--- src/include/clock_power_cfg.svh ---
// Constants for the sensor clock and power access block.
// Assumes inclusion by bare name from the package and the design file.
`ifndef CLOCK_POWER_CFG_SVH
`define CLOCK_POWER_CFG_SVH
`define CLOCK_SOURCE_AUTO 3'h1
`define LOW_POWER_ENABLE_BIT 5
`define BANK_LO 4
`define BANK_HI 5
`define REG_BANK_SELECT 7'h7f
`define REG_LOW_POWER_CONFIG 7'h05
`define REG_POWER_CONTROL_ONE 7'h06
`define REG_POWER_CONTROL_TWO 7'h07
`define REG_INT_PIN_CONFIG 7'h0f
`define REG_INT_ENABLE 7'h10
`define REG_QUEUE_CONFIG 7'h76
`define REG_QUEUE_COUNT_HIGH 7'h70
`define REG_QUEUE_COUNT_LOW 7'h71
`define REG_QUEUE_DATA 7'h72
`define REG_AUX_CLOCK_CODE 7'h01
`define GYRO_OFF_CODE 3'h7
`define TIMEBASE_DEV_RESET 8'h00
`define SETTLE_SAMPLES_DEFAULT 4'h4
`endif

--- src/include/clock_power_pkg.sv ---
// Types for the sensor clock and power access block.
// Assumes the constants header is on the include path.
`include "clock_power_cfg.svh"
package clock_power_pkg;
    typedef enum logic [0:0] {SRC_RELAX = 1'b0, SRC_PLL = 1'b1} clk_src_t;
    // One register write request from the serial port.
    typedef struct packed {
        logic valid;
        logic [6:0] addr;
        logic [7:0] data;
    } reg_write_t;
    // Divider setting for the auxiliary bus clock.
    typedef struct packed {
        logic defined;
        logic [4:0] period;
        logic [4:0] high;
    } aux_div_t;
endpackage : clock_power_pkg

--- src/rtl/sensor_clock_and_power_access.sv ---
// Clock source selection, auxiliary clock code table and low-power write blocking.
// Assumes register writes arrive synchronously on ref_clk as one-cycle requests.
// Overview of operation
// - With select 1, use relaxation oscillator while only accelerometer runs.
// - With automatic selection, use PLL whenever gyroscope is on.
// - Expose read-only PLL deviation code, 0.079 percent per step, ten percent span.
// - Accelerometer-only clock stays nominal regardless of deviation code.
// - Codes 0,2,5 give 370.29 kHz half duty; code 4 42.86; code 1 undefined.
// - Codes 3,9,13 432 kHz half; 10,11 41.67; 12 471.27; 8 304.94.
// - Code 6 gives 345.60 kHz at 40 percent; 7,14,15 at 46.67 percent.
// - While low-power bit 5 is set, non-exempt writes may be refused.
// - Bank 0 exempt set stays writable in low-power mode.
// - Banks 1 to 3 keep only bank select writable in low-power mode.
// - Gyro switch to low-noise yields several unsettled samples.
// - Bank select bits 5:4 choose the register bank for later accesses.
`timescale 1ns/1ps
`default_nettype none
`include "clock_power_cfg.svh"
module sensor_clock_and_power_access #(
    parameter logic [3:0] SETTLE_SAMPLES = `SETTLE_SAMPLES_DEFAULT,
    parameter logic [7:0] TIMEBASE_DEV = `TIMEBASE_DEV_RESET
) (
    input wire logic ref_clk, // System clock, 50 MHz.
    input wire logic reset, // Synchronous active-high reset.
    input wire clock_power_pkg::reg_write_t wr_req, // Register write request.
    input wire logic gyro_low_noise, // Gyro filter mode: 1 low noise.
    input wire logic sample_tick, // One-cycle pulse per gyro output sample.
    output logic [2:0] clock_source_select, // Stored clock source select.
    output logic [1:0] bank_select, // Current register bank.
    output logic digital_low_power_enable, // Low-power bit of power control one.
    output logic [7:0] power_control_one, // Power control one register.
    output logic [7:0] power_control_two, // Power control two register.
    output logic [7:0] pll_timebase_deviation, // Factory deviation code.
    output logic [3:0] aux_master_clock_code, // Auxiliary bus clock code.
    output clock_power_pkg::clk_src_t sys_clk_source, // Chosen system clock source.
    output logic use_deviation, // High when deviation code applies.
    output logic aux_clk_en, // Auxiliary clock level from divider.
    output logic write_done, // Pulse: a write was accepted.
    output logic write_blocked, // Pulse: write silently dropped.
    output logic gyro_unsettled // High while gyro samples settle.
);
    import clock_power_pkg::*;

    logic exempt;
    logic accept;
    logic gyro_on;
    aux_div_t div;
    logic [4:0] aux_cnt_r;
    logic [3:0] settle_r;
    logic low_noise_r;
    logic [7:0] misc_regs_r [0:3];

    // Exempt registers depend on the bank; outside bank 0 only bank select passes.
    // The bank used is the one standing before the write, so a bank change applies next time.
    always_comb
    begin
        exempt = (wr_req.addr == `REG_BANK_SELECT);
        if (bank_select == 2'h0)
        begin
            unique case (wr_req.addr)
                `REG_LOW_POWER_CONFIG, `REG_POWER_CONTROL_ONE, `REG_POWER_CONTROL_TWO,
                `REG_INT_PIN_CONFIG, `REG_INT_ENABLE, `REG_QUEUE_COUNT_HIGH,
                `REG_QUEUE_COUNT_LOW, `REG_QUEUE_DATA, `REG_QUEUE_CONFIG: exempt = 1'b1;
                default: ;
            endcase
        end
    end

    // Low-power mode refuses any write outside the exempt set.
    assign accept = wr_req.valid && (!digital_low_power_enable || exempt);

    // Bank select register; it stays writable in every bank and mode.
    always_ff @(posedge ref_clk)
    begin
        if (reset)
            bank_select <= 2'h0;
        else if (accept && wr_req.addr == `REG_BANK_SELECT)
            bank_select <= wr_req.data[`BANK_HI:`BANK_LO];
    end

    // Power control registers, with their decoded fields kept as outputs.
    always_ff @(posedge ref_clk)
    begin
        if (reset)
        begin
            power_control_one <= 8'h00;
            power_control_two <= 8'h00;
            clock_source_select <= 3'h0;
            digital_low_power_enable <= 1'b0;
        end
        else if (accept && bank_select == 2'h0)
        begin
            if (wr_req.addr == `REG_POWER_CONTROL_ONE)
            begin
                power_control_one <= wr_req.data;
                clock_source_select <= wr_req.data[2:0];
                digital_low_power_enable <= wr_req.data[`LOW_POWER_ENABLE_BIT];
            end
            if (wr_req.addr == `REG_POWER_CONTROL_TWO)
                power_control_two <= wr_req.data;
        end
    end

    // Auxiliary clock code lives in bank 3, so it is a blockable register.
    always_ff @(posedge ref_clk)
    begin
        if (reset)
            aux_master_clock_code <= 4'h0;
        else if (accept && bank_select == 2'h3 && wr_req.addr == `REG_AUX_CLOCK_CODE)
            aux_master_clock_code <= wr_req.data[3:0];
    end

    // A small store for the blockable bank 0 registers at addresses 0 to 3.
    // Nothing reads it back here; it gives a refused write a real target to leave untouched.
    always_ff @(posedge ref_clk)
    begin
        if (accept && bank_select == 2'h0 && wr_req.addr[6:2] == 5'h0)
            misc_regs_r[wr_req.addr[1:0]] <= wr_req.data;
    end

    // Write outcome pulses; a refused write is not an error, just a no-op.
    always_ff @(posedge ref_clk)
    begin
        if (reset)
        begin
            write_done <= 1'b0;
            write_blocked <= 1'b0;
        end
        else
        begin
            write_done <= accept;
            write_blocked <= wr_req.valid && !accept;
        end
    end

    // Gyro is on unless all three gyro disable bits are set.
    assign gyro_on = (power_control_two[2:0] != `GYRO_OFF_CODE);

    // Automatic source choice; other select codes keep the oscillator.
    always_ff @(posedge ref_clk)
    begin
        if (reset)
        begin
            sys_clk_source <= SRC_RELAX;
            use_deviation <= 1'b0;
        end
        else
        begin
            if (clock_source_select == `CLOCK_SOURCE_AUTO && gyro_on)
                sys_clk_source <= SRC_PLL;
            else
                sys_clk_source <= SRC_RELAX;
            use_deviation <= (clock_source_select == `CLOCK_SOURCE_AUTO) && gyro_on;
        end
    end

    // Factory deviation code is a fixed, read-only value.
    // Software should scale its timing by it only while the PLL is the source.
    always_ff @(posedge ref_clk)
    begin
        if (reset)
            pll_timebase_deviation <= TIMEBASE_DEV;
    end

    // Code table as period and high time in system clock ticks.
    // Only duty and relative rate are kept; absolute rates scale with ref_clk.
    always_comb
    begin
        unique case (aux_master_clock_code)
            4'h0, 4'h2, 4'h5: div = '{1'b1, 5'd14, 5'd7};
            4'h4: div = '{1'b1, 5'd14, 5'd6};
            4'h1: div = '{1'b0, 5'd14, 5'd7};
            4'h3, 4'h9, 4'hd: div = '{1'b1, 5'd12, 5'd6};
            4'ha, 4'hb: div = '{1'b1, 5'd12, 5'd5};
            4'hc: div = '{1'b1, 5'd11, 5'd5};
            4'h8: div = '{1'b1, 5'd17, 5'd8};
            4'h6: div = '{1'b1, 5'd15, 5'd6};
            default: div = '{1'b1, 5'd15, 5'd7};
        endcase
    end

    // Divider for the auxiliary clock; an undefined code holds the clock low.
    always_ff @(posedge ref_clk)
    begin
        if (reset || !div.defined)
        begin
            aux_cnt_r <= 5'h0;
            aux_clk_en <= 1'b0;
        end
        else
        begin
            aux_cnt_r <= (aux_cnt_r >= div.period - 5'd1) ? 5'h0 : aux_cnt_r + 5'd1;
            aux_clk_en <= (aux_cnt_r < div.high);
        end
    end

    // Flag unsettled samples after a low-power to low-noise gyro switch.
    always_ff @(posedge ref_clk)
    begin
        if (reset)
        begin
            low_noise_r <= 1'b0;
            settle_r <= 4'h0;
            gyro_unsettled <= 1'b0;
        end
        else
        begin
            low_noise_r <= gyro_low_noise;
            if (gyro_low_noise && !low_noise_r && gyro_on)
                settle_r <= SETTLE_SAMPLES;
            else if (sample_tick && settle_r != 4'h0)
                settle_r <= settle_r - 4'd1;
            gyro_unsettled <= (settle_r != 4'h0);
        end
    end
endmodule : sensor_clock_and_power_access
`default_nettype wire

--- config.mk ---
export PLATFORM = sky130hd
export DESIGN_NAME = sensor_clock_and_power_access
export DESIGN_NICKNAME = d
export VERILOG_FILES = /design/src/include/clock_power_pkg.sv /design/src/rtl/sensor_clock_and_power_access.sv
export VERILOG_INCLUDE_DIRS = /design/src /design/src/include
export SDC_FILE = /design/constraint.sdc
export NUM_CORES = 1
export LEC_CHECK = 0
export ABC_AREA = 1
export BUFFER_PORTS_ARGS = -buffer_cell sky130_fd_sc_hd__buf_2
export CAP_MARGIN = 30
export CELL_PAD_IN_SITES_DETAIL_PLACEMENT = 1
export CELL_PAD_IN_SITES_GLOBAL_PLACEMENT = 1
export CORE_AREA = 3 3 79 81
export CTS_CLUSTER_SIZE = 28
export DETAILED_ROUTE_END_ITERATION = 6
export DIE_AREA = 0 0 82 84
export GPL_ROUTABILITY_DRIVEN = 1
export MAX_ROUTING_LAYER = met4
export PLACE_DENSITY = 0.89
export SLEW_MARGIN = 20
export SYNTH_ARGS = -nofsm -noshare
export SYNTH_HDL_FRONTEND = slang
export SYNTH_SLANG_ARGS = --single-unit
--- constraint.sdc ---
create_clock -name ref_clk -period 5.7 [get_ports ref_clk]
set_clock_uncertainty 0.15 [all_clocks]
set_input_delay 0.285 -clock ref_clk [delete_from_list [all_inputs] [get_ports ref_clk]]
set_output_delay 0.285 -clock ref_clk [all_outputs]
set_load 0.02 [all_outputs]
==> impl_metrics.env, run 1 <==
export IMPL_synth_cells=288
export IMPL_leakage_nw=1.32
export IMPL_multi_input_area_um2=1030
export IMPL_seqCellArea_um2=901
export IMPL_min_path_cells=3
export IMPL_clock_latency_ns=0.30
export IMPL_overflow=0
export IMPL_yosysUniqueCellTypes=37
export IMPL_antenna_found_initial=0
export IMPL_muxShareOfSynthArea=0
export IMPL_postCtsSetupBuffers=0
export IMPL_yosysWarnings=0
export IMPL_slew_viol_final=0
export IMPL_outcome="finished clean"
export IMPL_total_power_w=0.000621
export IMPL_grt_max_degree=26
export IMPL_groute_usage_overall=0.171
export IMPL_hpwl_um=4290
export IMPL_end_kind="flip-flop"
export IMPL_finalCritPeriodShare=0.372
export IMPL_final_cells=408
export IMPL_critPathMaxFanout=5
export IMPL_synth_top_family_by_area="simple AND/OR/NAND/NOR gates"
export IMPL_synth_compound_area_share=0.121
export IMPL_period_needed_ns=2.12
export IMPL_routed_wl_um=5340
export IMPL_fill_cells=718
export IMPL_core_area_um2=5540
export IMPL_regToRegSetupSlack_ns=3.58
export IMPL_die_w_um=82
export IMPL_drc=0
export IMPL_cts_buffer_depth=2
export IMPL_crit_type="reg2reg"
export IMPL_start_kind="flip-flop"
export IMPL_cts_hold_fix_buffers=0
export IMPL_fp_row_count=27
export IMPL_finalHoldViolCount=0
export IMPL_clk_pin_slew_ns=0.08
export IMPL_synth_simple_area_share=0.236
export IMPL_synth_avg_cell_area_um2=7.74
export IMPL_vias=1971
export IMPL_routedWlPerCell_um=13.1
export IMPL_holdCritStartpoint="gyro_low_noise"
export IMPL_max_vdd_ir_drop_uv=108
export IMPL_hold_class="in2reg"
export IMPL_cts_tree="built"
export IMPL_r2r_start="div[5]$_DFF_P_"
export IMPL_r2r_end="aux_cnt_r[2]$_SDFF_PP0_"
export IMPL_ios=60
export IMPL_drt_initial_drc_count=55
export IMPL_holdPathEnd="low_noise_r$_SDFF_PP0_"
export IMPL_critPathRequiredTime_ns=5.77
export IMPL_maxSlewHeadroom=0.555
export IMPL_synth_fa_ha_area_frac=0.0674
export IMPL_h_tree_depth=2
export IMPL_cts_resized=0
export IMPL_hold_slack_ns=0.0722
export IMPL_utilization=0.466
export IMPL_ys_seq_area_frac=0.404
export IMPL_grt_pass1_vias=1938
export IMPL_drtPass1Iterations=4
export IMPL_cts_root_buf="clkbuf_8"
export IMPL_drive_gt1_frac=0.238
export IMPL_cap_violations=0
export IMPL_numCtsBuffers=5
export IMPL_syn_area_um2=2230
export IMPL_ant_nets=0
export IMPL_fp_dieH_um=84
export IMPL_die_area_um2=6890
export IMPL_arrival_ns=2.19
export IMPL_yosys_area_share_xor_xnor=0.0236
export IMPL_areaGrowthSynthToFinish_pct=15.9
export IMPL_via_per_inst=4.83
export IMPL_fin_setup_tns_ns=0
export IMPL_power_density_nw_per_um2=241
export IMPL_dp_cells=401
export IMPL_rsz0062_at_grt="no"
export IMPL_yosys_register_bits=45
export IMPL_grt_pass1_wl_um=9040
export IMPL_reg2reg_depth=9
export IMPL_cts_sinks=45
export IMPL_final_setup_viol_count=0
export IMPL_initial_utilization=0.402
export IMPL_fin_nets=368
export IMPL_layout_commonest_cell="buf_2"
export IMPL_portBuffers=51
export IMPL_globalplace_congestion=0.807
export IMPL_diodes=0
export IMPL_layout_common_cells="buf_2, inv_1, dfxtp_1"
export IMPL_worstMarginPinSlew_ns=0.667
export IMPL_max_freq_mhz=471
-- worst max-delay path by stage --
stage | slack [ns] | cells past startpoint | endpoint | from
floorplan | 3.82 | 9 | aux_cnt_r[2]$_SDFF_PP0_ | div[5]$_DFF_P_
global placement | 3.46 | 15 | power_control_one[5]$_SDFFE_PP0P_ | wr_req[14]
global route | 3.37 | 15 | power_control_one[5]$_SDFFE_PP0P_ | wr_req[14]
finish | 3.58 | 9 | aux_cnt_r[2]$_SDFF_PP0_ | div[5]$_DFF_P_
CTS | 3.55 | 9 | aux_cnt_r[2]$_SDFF_PP0_ | div[5]$_DFF_P_
detailed placement | 3.31 | 15 | power_control_one[5]$_SDFFE_PP0P_ | wr_req[14]
-- layout make-up --
cell class,instances,area share
multi-input cells,179,0.399
flip-flops and latches,45,0.349
repair buffers,51,0.0988
inverters,54,0.0785
well taps,72,0.0349
clock buffers,5,0.0266
clock inverters,2,0.0136
-- per-stage QoR --
step	worst slack [ns]	area (µm²)
final	3.58	2580
after global routing	3.37	2580
after CTS	3.55	2580
after detailed placement	3.31	2480
after global placement	3.46	2480
after floorplan	3.82	2250
-- power breakdown --
group | internal (W) | total, W | switching (W)
registers | 0.000322 | 0.000326 | 0.00000432
logic | 0.0000207 | 0.0000636 | 0.0000429
clock network | 0.000127 | 0.000232 | 0.000105
total | 0.000470 | 0.000621 | 0.000152
-- Yosys cell counts --
library cell | count | area, µm²
nand4_1 | 6 | 37.5
a2111oi_0 | 1 | 8.76
dfxtp_1 | 45 | 901
or3_1 | 1 | 6.26
o21ai_1 | 3 | 15.0
nand2_2 | 3 | 18.8
conb_1 | 1 | 3.75
nand3_4 | 1 | 17.5
buf_6 | 1 | 11.3
nand2_1 | 33 | 124
o21a_1 | 3 | 22.5
o21ai_0 | 20 | 100
nand3_1 | 12 | 60.1
ha_1 | 12 | 150
inv_1 | 49 | 184
nor3_1 | 5 | 25.0
nor2_4 | 3 | 33.8
a21oi_1 | 17 | 85.1
buf_1 | 1 | 3.75
clkbuf_1 | 1 | 3.75
nor2_1 | 30 | 113
o21ai_2 | 1 | 8.76
and3_1 | 1 | 6.26
a21boi_0 | 1 | 7.51
xnor2_1 | 1 | 8.76
o21bai_1 | 1 | 7.51
a31oi_1 | 1 | 6.26
nand3_2 | 4 | 40.0
nor4_1 | 1 | 6.26
inv_2 | 5 | 18.8
nor2_2 | 1 | 6.26
nor3_2 | 1 | 10.0
nand2_4 | 2 | 22.5
buf_4 | 13 | 97.6
buf_2 | 1 | 5.00
xor2_1 | 5 | 43.8
a21oi_2 | 1 | 8.76
-- flip-flops by register name, summed over array words and instances (netlist names) --
signal,flops
aux_master_clock_code,4
power_control_one,6
clock_source_select,2
gyro_unsettled,1
settle_r,4
bank_select,2
div,8
aux_clk_en,1
low_noise_r,1
write_done,1
write_blocked,1
sys_clk_source,1
aux_cnt_r,5
power_control_two,8
-- cell families (layout without fill, tap and decap cells) --
kind of cell,count (synthesis),in the layout
simple gates,104,104
buf+inv,71,112
compound gates,49,49
flops,45,45
fa+ha+maj,12,12
xor+xnor,6,6
other cells,1,8
-- routing by layer --
layer  part of all wire  up-vias  track usage  routed length, µm
li1                   -      992            -                  -
met1               0.44      920        0.203               2360
met2               0.50       48        0.285               2650
met3              0.042       11       0.0335                224
met4              0.018        0       0.0559                 97
met5                  0        -            -                  0
-- critical path: stages, from the launching register on --
cell      delay [ns]
dfxtp_1         0.31
inv_1           0.06
ha_1            0.30
ha_1            0.27
a21boi_0        0.13
o21a_1          0.19
o21a_1          0.17
o21ai_0         0.15
nand2_1         0.15
nor3_1          0.17
(Power assumes the default switching activity.)
==> run 2, diff against run 1 <==
CORE_AREA = 3 3 85 87   (was 3 3 79 81)
DIE_AREA = 0 0 88 90   (was 0 0 82 84)
PLACE_DENSITY = 0.82   (was 0.89)
clock period = 1.78 ns   (was 5.7 ns; I/O delays follow)
==> run 2 against run 1 <==
Against the previous run:
- highest routed layer unchanged
- critical path depth grew 1
- fmax increased by 10%
- flip-flop and latch count is the same
- wire length is 35% higher
- count of clock-buffer cells in the layout is the same
- setup slack got worse by 3.7 ns
- the run now ends with setup timing left
- clock power rose to 2.8 times the previous value
- first-iteration DRC count grew 91%
==> impl_metrics.env, run 2 (synthesized netlist as in run 1, its figures left out) <==
export IMPL_h_tree_depth=2
export IMPL_die_w_um=88
export IMPL_ios=60
export IMPL_routed_wl_um=7190
export IMPL_grt_pass1_vias=2316
export IMPL_slowest_delay_ns=0.36
export IMPL_numCtsBuffers=5
export IMPL_clock_latency_ns=0.31
export IMPL_regToRegSetupSlack_ns=-0.14
export IMPL_crit_type="reg2reg"
export IMPL_portBuffers=51
export IMPL_fin_ws_ns=-0.142
export IMPL_power_density_nw_per_um2=648
export IMPL_cts_tree="built"
export IMPL_initial_utilization=0.347
export IMPL_start_kind="flip-flop"
export IMPL_via_per_inst=4.91
export IMPL_hpwl_um=4450
export IMPL_vias=2210
export IMPL_fin_nets=404
export IMPL_min_path_cells=4
export IMPL_violations="setup timing"
export IMPL_drive_gt1_frac=0.365
export IMPL_use_met3=0.0293
export IMPL_max_vdd_ir_drop_uv=253
export IMPL_fin_setup_tns_ns=-1.30
export IMPL_critPathRequiredTime_ns=1.82
export IMPL_layout_common_cells="buf_2, inv_1, dfxtp_1"
export IMPL_fp_dieH_um=90
export IMPL_groute_usage_overall=0.171
export IMPL_slew_viol_final=0
export IMPL_leakage_nw=1.48
export IMPL_total_power_w=0.00195
export IMPL_overflow=0
export IMPL_cts_root_buf="clkbuf_8"
export IMPL_finalHoldViolCount=0
export IMPL_grt_max_degree=21
export IMPL_hold_slack_ns=0.00773
export IMPL_cts_sinks=45
export IMPL_gr_usage_met2=0.305
export IMPL_layout_commonest_cell="buf_2"
export IMPL_drc=0
export IMPL_max_freq_mhz=520
export IMPL_reg2reg_depth=10
export IMPL_top_usage_layer="met2"
export IMPL_critPathMaxFanout=5
export IMPL_fp_row_count=29
export IMPL_holdPathEnd="settle_r[1]$_SDFFE_PP0P_"
export IMPL_globalplace_congestion=0.781
export IMPL_outcome="finished with violations"
export IMPL_final_setup_viol_count=15
export IMPL_r2r_start="bank_select[0]$_SDFFE_PP0P_"
export IMPL_drt_initial_drc_count=105
export IMPL_r2r_end="div[6]$_DFF_P_"
export IMPL_grt_pass1_wl_um=10500
export IMPL_core_area_um2=6420
export IMPL_antenna_found_initial=0
export IMPL_diodes=0
export IMPL_finalCritPeriodShare=1.08
export IMPL_hold_class="in2reg"
export IMPL_arrival_ns=1.97
export IMPL_path_cells="inv_2 > nor4_2 > and3_4 > nand3_4 > nand2_2 > inv_2 > nor2_4 > nand3_2 > nand2_2 > o21ai_2"
export IMPL_ant_nets=0
export IMPL_routedWlPerCell_um=16.0
export IMPL_crit_path_top_delay_cell="dfxtp_2"
export IMPL_die_area_um2=7920
export IMPL_holdCritStartpoint="sample_tick"
export IMPL_utilization=0.470
export IMPL_cap_violations=0
export IMPL_drtPass1Iterations=4
export IMPL_rsz0062_at_grt="yes"
export IMPL_grt_util_met1=0.183
export IMPL_clk_pin_slew_ns=0.10
export IMPL_end_kind="flip-flop"
export IMPL_period_needed_ns=1.92
export IMPL_areaGrowthSynthToFinish_pct=35.4
export IMPL_cts_buffer_depth=2
==> run 2: changes by cell type in the layout (fill, tap and decap cells not counted), moves of 5 or more <==
cell           before  now
buf_4               0   24
dlygate4sd3_1       0   12
inv_1              49   44
nand2_1            33   26
nand2_2             3   10
==> run 2: timing repair <==
| item | in CTS | in global routing |
|---|---|---|
| endpoints found under the setup margin | 12 | 23 |
| endpoints found under the hold margin | 25 | 0 |
| pin swaps | 9 | 11 |
| buffers inserted | 2 | 4 |
| resized for setup | 15 | 22 |
| hold buffers | 12 | 0 |
==> run 2: layout make-up <==
type	count	area (µm²)
clock buffers	5	68.8
repair buffers	87	556
inverters	54	205
flip-flops and latches	45	906
clock inverters	3	17.5
well taps	77	96.3
fillers	798	3410
multi-input cells	179	1170
==> run 2: worst max path at each step <==
stage | from | end | slack, ns | depth (start not counted)
after floorplan | div[5]$_DFF_P_ | aux_cnt_r[2]$_SDFF_PP0_ | -0.02 | 9
after global placement | div[5]$_DFF_P_ | aux_cnt_r[2]$_SDFF_PP0_ | -0.09 | 9
after detailed placement | wr_req[14] | div[6]$_DFF_P_ | -0.16 | 18
after CTS | div[5]$_DFF_P_ | aux_cnt_r[2]$_SDFF_PP0_ | -0.11 | 9
after global routing | bank_select[0]$_SDFFE_PP0P_ | div[6]$_DFF_P_ | -0.29 | 10
final | bank_select[0]$_SDFFE_PP0P_ | div[6]$_DFF_P_ | -0.14 | 10
==> run 2: stage by stage <==
stage	instances	worst slack (ns)	instance area, µm²
3_5_place_dp	424	-0.160	2630
4_1_cts	446	-0.110	2900
5_1_grt	450	-0.286	3020
2_1_floorplan	295	-0.0239	2270
6_report	450	-0.142	3020
3_3_place_gp	424	-0.0851	2630
==> run 2: layer usage <==
layer	up-vias	wire, µm
met5	-	0
met4	0	178
met3	13	274
met2	62	3710
met1	1070	3020
li1	1065	-
==> run 2: critical path, delay by kind of cell (launching register included) <==
kind	cells	cell delay, ns
AO/OA/AOI/OAI	1	0.06
buffers and inverters	2	0.08
flip-flops	1	0.36
AND/OR/NAND/NOR	7	1.15
==> run 2: where the power goes <==
group	leakage, nW	switching [W]	internal [W]
clock	0.0439	0.000380	0.000272
sequential	0.366	0.0000144	0.00103
combinational	1.07	0.000158	0.000101
